--- src/hw/adc_host_pkg.sv ---
// constants and types shared by the converter end and the processor end
package adc_host_pkg;
    // clock and timing figures
    localparam int CLK_PERIOD_NS = 40;
    localparam int CONV_MAX_NS = 10000;
    localparam int CONV_MAX_CYC = CONV_MAX_NS / CLK_PERIOD_NS;
    localparam int DATA_LEAD_NS = 600;
    localparam int DATA_LEAD_CYC = (DATA_LEAD_NS + CLK_PERIOD_NS - 1) / CLK_PERIOD_NS;
    localparam int SAR_STEP_CYC = 16;
    localparam int READ_HOLD_CYC = 2;

    // data widths and bit positions
    localparam int RESULT_W = 12;
    localparam int BYTE_W = 8;
    localparam int NIBBLE_W = 4;
    localparam logic [3:0] MSB_POS = 4'hB;
    localparam logic [3:0] LONG_STOP_POS = 4'h0;
    localparam logic [3:0] SHORT_STOP_POS = 4'h4;

    // counter widths
    localparam int STEP_CNT_W = 5;
    localparam int WAIT_CNT_W = 9;

    // reset values
    localparam logic [RESULT_W-1:0] RESULT_RST = 12'h000;

    // widest conversion must fit inside the guaranteed maximum time
    localparam int LONG_CONV_CYC = 12 * SAR_STEP_CYC + DATA_LEAD_CYC + 1;

    // how the processor learns that a conversion has ended
    typedef enum logic [1:0] {
        WAIT_POLL,
        WAIT_IRQ,
        WAIT_TIMEOUT
    } wait_mode_e;
endpackage

--- src/hw/adc_bus_if.sv ---
// pins between the processor bus and the converter
`timescale 1ns/1ps
interface adc_bus_if;
    // control pins driven by the processor
    logic chip_enable;
    logic chip_select_n;
    logic read_not_convert;
    logic bus_width_sel;
    logic byte_select;
    // three-state result lines of the converter
    logic [adc_host_pkg::RESULT_W-1:0] result_bits_out;
    logic result_bits_oe_n;
    wire [adc_host_pkg::RESULT_W-1:0] result_bits;
    // status driven by the converter
    logic conversion_busy_flag;

    // resolved bus level: released lines read low, as if pulled down
    assign result_bits = result_bits_oe_n ? '0 : result_bits_out;

    modport converter (
        input chip_enable, chip_select_n, read_not_convert, bus_width_sel, byte_select,
        output result_bits_out, result_bits_oe_n, conversion_busy_flag
    );
    modport processor (
        output chip_enable, chip_select_n, read_not_convert, bus_width_sel, byte_select,
        input result_bits, conversion_busy_flag
    );
endinterface

--- src/hw/adc_converter_end.sv ---
// successive-approximation converter control and its three-state result port
`timescale 1ns/1ps
module adc_converter_end (
    // clock and reset
    input wire logic core_clk,
    input wire logic reset,
    // processor pins
    adc_bus_if.converter bus,
    // analog front end side
    input wire logic [adc_host_pkg::RESULT_W-1:0] sample_code,
    output logic sample_hold,
    output logic [adc_host_pkg::RESULT_W-1:0] converted_code
);

    typedef enum logic [1:0] {
        CV_IDLE,
        CV_CONVERT,
        CV_SETTLE
    } conv_state_e;

    conv_state_e state_q;
    conv_state_e state_d;
    logic [adc_host_pkg::RESULT_W-1:0] held_q;
    logic [adc_host_pkg::RESULT_W-1:0] sar_q;
    logic [adc_host_pkg::RESULT_W-1:0] sar_d;
    logic [3:0] bit_q;
    logic [3:0] stop_q;
    logic [adc_host_pkg::STEP_CNT_W-1:0] step_q;
    logic busy_q;
    logic data_ok_q;
    logic start_prev_q;
    logic [adc_host_pkg::RESULT_W-1:0] dout_q;
    logic oe_n_q;
    logic [adc_host_pkg::RESULT_W-1:0] result_q;

    ////////////////////////////////////////////////////////////////////////////
    // bus cycle decode

    // a cycle needs chip enable high and chip select low together
    wire selected = bus.chip_enable & ~bus.chip_select_n;
    wire start_level = selected & ~bus.read_not_convert;
    wire read_cycle = selected & bus.read_not_convert;
    // only the leading cycle of a held strobe counts, so one write gives one start
    wire start_edge = start_level & ~start_prev_q;
    // a start while converting is dropped, not queued
    wire start_take = start_edge & (state_q == CV_IDLE);
    wire step_done = (step_q == 5'(adc_host_pkg::SAR_STEP_CYC - 1));
    wire settle_done = (step_q == 5'(adc_host_pkg::DATA_LEAD_CYC - 1));
    wire last_bit = (bit_q == stop_q);

    ////////////////////////////////////////////////////////////////////////////
    // successive approximation trial

    // set the bit under test and keep it if the trial does not exceed the held code
    wire [adc_host_pkg::RESULT_W-1:0] bit_mask = 12'h001 << bit_q;
    wire [adc_host_pkg::RESULT_W-1:0] trial = sar_q | bit_mask;
    wire keep_bit = (trial <= held_q);

    // next state and next approximation
    always_comb begin
        state_d = state_q;
        sar_d = sar_q;
        case (state_q)
            CV_IDLE: begin
                if (start_take) begin
                    state_d = CV_CONVERT;
                    sar_d = adc_host_pkg::RESULT_RST;
                end
            end
            CV_CONVERT: begin
                if (step_done) begin
                    sar_d = keep_bit ? trial : sar_q;
                    if (last_bit) begin
                        state_d = CV_SETTLE;
                    end
                end
            end
            CV_SETTLE: begin
                if (settle_done) begin
                    state_d = CV_IDLE;
                end
            end
            default: begin
                state_d = CV_IDLE;
            end
        endcase
    end

    ////////////////////////////////////////////////////////////////////////////
    // conversion sequencer

    // busy spans hold, all bit trials and the data lead interval
    always_ff @(posedge core_clk) begin
        if (reset) begin
            state_q <= CV_IDLE;
            sar_q <= adc_host_pkg::RESULT_RST;
            busy_q <= 1'b0;
            start_prev_q <= 1'b0;
        end else begin
            state_q <= state_d;
            sar_q <= sar_d;
            busy_q <= (state_d != CV_IDLE);
            start_prev_q <= start_level;
        end
    end

    // sample held at the start; a short start stops after bit 4
    always_ff @(posedge core_clk) begin
        if (reset) begin
            held_q <= adc_host_pkg::RESULT_RST;
            stop_q <= adc_host_pkg::LONG_STOP_POS;
        end else if (start_take) begin
            held_q <= sample_code;
            stop_q <= bus.byte_select ? adc_host_pkg::SHORT_STOP_POS
                                      : adc_host_pkg::LONG_STOP_POS;
        end
    end

    // bit pointer walks from the top bit down, one step per trial period
    always_ff @(posedge core_clk) begin
        if (reset) begin
            bit_q <= adc_host_pkg::MSB_POS;
        end else if (start_take) begin
            bit_q <= adc_host_pkg::MSB_POS;
        end else if (state_q == CV_CONVERT && step_done && !last_bit) begin
            bit_q <= bit_q - 4'h1;
        end
    end

    // one counter times both the trial steps and the final lead interval
    always_ff @(posedge core_clk) begin
        if (reset) begin
            step_q <= '0;
        end else if (state_q == CV_IDLE) begin
            step_q <= '0;
        end else if (state_q == CV_CONVERT && step_done) begin
            step_q <= '0;
        end else begin
            step_q <= step_q + 5'h01;
        end
    end

    ////////////////////////////////////////////////////////////////////////////
    // result latch and data availability

    // data becomes readable as the lead interval opens, before busy drops
    always_ff @(posedge core_clk) begin
        if (reset) begin
            data_ok_q <= 1'b0;
            result_q <= adc_host_pkg::RESULT_RST;
        end else if (start_take) begin
            data_ok_q <= 1'b0;
        end else if (state_q == CV_CONVERT && state_d == CV_SETTLE) begin
            data_ok_q <= 1'b1;
            result_q <= sar_d;
        end
    end

    ////////////////////////////////////////////////////////////////////////////
    // output data formatting

    // narrow odd byte puts the low nibble on top with trailing zeros
    wire [adc_host_pkg::BYTE_W-1:0] hi_byte = result_q[11:4];
    wire [adc_host_pkg::BYTE_W-1:0] lo_byte = {result_q[3:0], 4'h0};
    wire [adc_host_pkg::BYTE_W-1:0] sel_byte = bus.byte_select ? lo_byte : hi_byte;
    wire [adc_host_pkg::RESULT_W-1:0] narrow_word = {4'h0, sel_byte};
    wire [adc_host_pkg::RESULT_W-1:0] dout_d = bus.bus_width_sel ? result_q
                                                                 : narrow_word;
    // lines stay released during the bit trials even if a read is attempted
    wire drive_d = read_cycle & data_ok_q;

    // registered drivers; the port lags the pins by one clock
    always_ff @(posedge core_clk) begin
        if (reset) begin
            dout_q <= adc_host_pkg::RESULT_RST;
            oe_n_q <= 1'b1;
        end else begin
            dout_q <= dout_d;
            oe_n_q <= ~drive_d;
        end
    end

    ////////////////////////////////////////////////////////////////////////////
    // port connections

    // busy falls once per conversion, giving a clean completion edge
    assign bus.conversion_busy_flag = busy_q;
    assign bus.result_bits_out = dout_q;
    assign bus.result_bits_oe_n = oe_n_q;
    assign sample_hold = busy_q;
    assign converted_code = result_q;

endmodule

--- src/flat_wrapper.sv ---
// flat-port wrapper written by rule: the top's interface ports become plain ports
module adc_converter_end_flat 
  (core_clk, reset, sample_code, sample_hold, converted_code, bus_chip_enable, bus_chip_select_n, bus_read_not_convert, bus_bus_width_sel, bus_byte_select, bus_result_bits_out, bus_result_bits_oe_n, bus_conversion_busy_flag);
  adc_bus_if bus_i ();
  input wire logic core_clk;
  input wire logic reset;
  input wire logic [adc_host_pkg::RESULT_W-1:0] sample_code;
  output logic sample_hold;
  output logic [adc_host_pkg::RESULT_W-1:0] converted_code;
  input wire logic [$bits(bus_i.chip_enable)-1:0] bus_chip_enable;
  input wire logic [$bits(bus_i.chip_select_n)-1:0] bus_chip_select_n;
  input wire logic [$bits(bus_i.read_not_convert)-1:0] bus_read_not_convert;
  input wire logic [$bits(bus_i.bus_width_sel)-1:0] bus_bus_width_sel;
  input wire logic [$bits(bus_i.byte_select)-1:0] bus_byte_select;
  output wire logic [$bits(bus_i.result_bits_out)-1:0] bus_result_bits_out;
  output wire logic [$bits(bus_i.result_bits_oe_n)-1:0] bus_result_bits_oe_n;
  output wire logic [$bits(bus_i.conversion_busy_flag)-1:0] bus_conversion_busy_flag;
  assign bus_i.chip_enable = bus_chip_enable;
  assign bus_i.chip_select_n = bus_chip_select_n;
  assign bus_i.read_not_convert = bus_read_not_convert;
  assign bus_i.bus_width_sel = bus_bus_width_sel;
  assign bus_i.byte_select = bus_byte_select;
  assign bus_result_bits_out = bus_i.result_bits_out;
  assign bus_result_bits_oe_n = bus_i.result_bits_oe_n;
  assign bus_conversion_busy_flag = bus_i.conversion_busy_flag;
  adc_converter_end u_core (.core_clk(core_clk), .reset(reset), .bus(bus_i), .sample_code(sample_code), .sample_hold(sample_hold), .converted_code(converted_code));
endmodule
--- config.mk ---
export PLATFORM = sky130hd
export DESIGN_NAME = adc_converter_end_flat
export DESIGN_NICKNAME = d
export VERILOG_FILES = /design/src/hw/adc_host_pkg.sv /design/src/hw/adc_bus_if.sv /design/src/hw/adc_converter_end.sv /design/src/flat_wrapper.sv
export SDC_FILE = /design/constraint.sdc
export NUM_CORES = 1
export LEC_CHECK = 0
export BUFFER_PORTS_ARGS = -buffer_cell sky130_fd_sc_hd__buf_2
export CAP_MARGIN = 10
export CORE_ASPECT_RATIO = 1.5
export CORE_UTILIZATION = 50
export CTS_CLUSTER_DIAMETER = 60
export DETAILED_ROUTE_END_ITERATION = 16
export MAX_ROUTING_LAYER = met4
export PLACE_DENSITY_LB_ADDON = 0.1
export RECOVER_POWER = 50
export SLEW_MARGIN = 0
export SYNTH_ARGS = -nofsm -noshare
export SYNTH_HDL_FRONTEND = slang
export SYNTH_SLANG_ARGS = --single-unit
--- constraint.sdc ---
create_clock -name core_clk -period 2.8 [get_ports core_clk]
set_input_delay 0.28 -clock core_clk [delete_from_list [all_inputs] [get_ports core_clk]]
set_output_delay 0.28 -clock core_clk [all_outputs]
set_load 0.02 [all_outputs]
==> impl_metrics.yaml <==
status:
  status: "finished with violations"
  violations: "capacitance limit, slew limit"
clocking:
  h-tree-depth: 3
  ctsLongestPathBuffers: 2
  cts_tree: "yes"
  path_clk_slew_ns: 0.06
  postCtsSetupRepairBufs: 0
  clkSinkCount: 64
  cts_buffers: 9
  cts_root_buf: "clkbuf_8"
  clock_latency_ns: 0.33
  hold_buffers: 0
detailed_routing:
  wirelength_um: 5830
  drtIter0Drc: 108
  num_vias: 2288
  vias_per_cell: 5.10
  wl_per_cell_um: 13.0
  ant_nets: 0
  first_pass_iters: 4
  drcViolationCount: 0
logic_synthesis:
  synth_area_sq_mm: 0.00284
  ys_seq_area_frac: 0.452
  synthCells: 326
  synth-edff-count: 0
  synth.avg_cell_area_sq_um: 8.70
  async_flop_share: 0
  yosys_warnings: 0
  ys_seq_elements: 64
  synth_nets: 365
  synth_area_leaders: "dfxtp_1 45%, ha_1 8.8%, a21oi_1 5.5%"
  ys_types: 40
  ys.flop_type: "dfxtp_1"
  synth.largest_area_cell: "dfxtp_1"
  yosys.area.top_type_share: 0.452
critical_path:
  worstRegToRegCells: 11
  crit_path_start_kind: "register"
  critPathRequiredTime_ns: 3.03
  arrival_ns: 2.88
  crit_fanout: 12
  worstSetupEndpointType: "register"
  critical_path_class: "register to register"
cells_and_area:
  fin_nets: 414
  area_growth_pct: 16.5
  fillers: 542
  layout-drive-gt1-share: 0.148
  fin_cells: 449
  n_antenna_cell: 0
power_and_ir_drop:
  switchingPower_uw: 386
  ir_drop_v: 0.000383
  switching_share: 0.234
  leakagePower_uw: 0.00134
  seqPwrFrac: 0.561
  pwr-share-comb: 0.050
  clock_power_share: 0.389
  p_int_uw: 1260
  finalPower_uw: 1650
  power.density_mw_per_mm2: 498
floorplan:
  rows: 33
  pin_count: 46
  core_area_sq_mm: 0.00545
  die_y_um: 94.2
  die_x_um: 63.5
  die_area_sq_mm: 0.00598
  start_util: 0.520
timing:
  fin_crit_ns: 2.65
  hold_viol: 0
  max_clock_freq_ghz: 0.377
  report.final.slew_viol_count: 40
  timing.final.crit_share: 0.947
  rsz0062_at_grt: "no"
  worst_slew_pin_slew_ns: 1.67
  finalClockSkew_ns: 0.00750
  setup_viol: 0
  maxSlewHeadroom: -0.116
placement:
  port_buffers: 45
  dp_cells: 434
  place_congestion: 0.829
  hpwl_um: 4410
grt:
  grt_overflow: 0
  grt_max_degree: 40
  grt_pass1_vias: 2155
  antenna_found_initial: 0
  grt_first_pass_wirelength_um: 9710
  grt_util_all_layers: 0.220
flow_run:
  maxCapViolCount: 1
min_path:
  min_path_type: "input port to register"
  hold_depth: 2
==> power by group through the flow <==
stage | clock network (uW) | logic, uW | registers, uW
floorplan | 0 | 56.1 | 944
global placement | 0 | 83.0 | 944
detailed placement | 0 | 83.7 | 944
CTS | 663 | 83.9 | 923
global route | 700 | 92.5 | 924
finish | 641 | 81.5 | 923
==> final cells by class <==
class                   instances  area [sq um]  area share
clock inverters                 4          22.5     0.00681
well taps                      70          87.6      0.0265
flip-flops and latches         64          1280       0.388
clock buffers                  11           131      0.0397
multi-input cells             224          1410       0.428
repair buffers                 59           304      0.0920
inverters                      17          63.8      0.0193
==> critical path: stages (launching register included) <==
cell	delay, ns
dfxtp_1	0.31
buf_4	0.14
ha_1	0.24
a21o_1	0.21
ha_1	0.31
a21oi_1	0.14
o21ai_0	0.10
or4_4	0.42
o22ai_2	0.20
buf_12	0.15
a32oi_1	0.11
a211oi_1	0.22
==> per-stage QoR <==
| stage | utilization | area [sq um] | setup TNS (ns) | setup slack, ns | hold WS (ns) |
|---|---|---|---|---|---|
| global placement | 0.583 | 3180 | 0 | 0.0570 | 0.405 |
| detailed placement | 0.583 | 3180 | -0.0549 | -0.0209 | 0.396 |
| floorplan | - | 2840 | 0 | 0.141 | 0.359 |
| CTS | 0.612 | 3330 | 0 | 0.0109 | 0.133 |
| global route | 0.607 | 3310 | 0 | 0.00284 | 0.144 |
| finish | 0.607 | 3310 | 0 | 0.149 | 0.144 |
==> layer usage <==
metal | global-route usage | wire [um] | up-vias
met5 | - | 0 | -
met4 | 0.0739 | 80 | 0
met3 | 0.0510 | 213 | 6
met2 | 0.409 | 3080 | 49
met1 | 0.222 | 2450 | 1024
li1 | - | - | 1209
==> final timing paths <==
check / start / endpoint / slack (ns)
worst max-delay path: u_core.bit_q[1] / u_core.converted_code[5] / 0.15
worst min register to register: u_core.data_ok_q / u_core.bus.result_bits_oe_n / 0.41
worst max register to register: u_core.bit_q[1] / u_core.converted_code[5] / 0.15
worst min-delay path: bus_read_not_convert / u_core.start_prev_q / 0.14
==> state kept, by name, indices dropped and copies added, names as in the netlist <==
| register | count |
|---|---|
| u_core.data_ok_q | 1 |
| u_core.stop_q | 1 |
| u_core.held_q | 12 |
| u_core.step_q | 5 |
| u_core.bus.conversion_busy_flag | 1 |
| u_core.bit_q | 4 |
| u_core.sar_q | 12 |
| u_core.bus.result_bits_oe_n | 1 |
| u_core.bus.result_bits_out | 12 |
| u_core.start_prev_q | 1 |
| u_core.state_q | 2 |
| u_core.converted_code | 12 |
==> placed cells by master (no fill, tap or decap), types with 2 or more instances in the layout <==
cell type	instances
nor2b_1	6
o211ai_1	3
and2_1	2
nor4_1	2
xor2_1	2
clkbuf_8	9
buf_2	17
nor3b_1	5
a21oi_1	31
clkinv_2	3
ha_1	18
a211oi_2	2
nor2_1	41
a211oi_1	5
and2_0	2
dfxtp_1	63
nor3_1	2
ha_2	2
inv_1	17
nand2b_1	3
clkbuf_1	31
buf_4	12
xnor2_1	4
a32oi_1	10
nand2_1	40
nand3_1	7
mux2i_1	4
or2_2	2
o22ai_1	2
nand4_1	4
a21o_1	11
==> synthesized netlist by cell type, types with 2 or more instances <==
cell type,n
o211ai_1,3
o22ai_1,2
dfxtp_1,64
and2_1,4
nand3_1,7
a211oi_1,6
nor2b_1,7
nand2_1,40
xnor2_1,4
clkbuf_1,18
o21ai_0,2
nor2_1,41
a21o_1,11
nand4_1,4
inv_1,17
xor2_1,2
nor3b_1,5
a21oi_1,31
a32oi_1,10
mux2i_1,4
nor4_1,2
nand2b_1,3
or2_2,2
nor3_1,2
ha_1,20
==> logic make-up (layout without fill, tap and decap cells) <==
group	after synthesis	count (layout)	share of synthesized area
multiplexers	4	4	0.0141
XOR/XNOR	6	6	0.0185
AND/OR/NAND/NOR	121	121	0.198
AO/OA/AOI/OAI	73	73	0.175
flip-flops	64	64	0.452
buffers and inverters	38	91	0.0543
adder cells (fa/ha/maj)	20	20	0.0882
==> timing repair <==
action | 4_1_cts | 5_1_grt
pin swaps | 0 | 0
endpoints found under the setup margin | 5 | 9
cloned | 0 | 0
gates resized for setup | 1 | 5
Power figures use the tool's default switching activity.
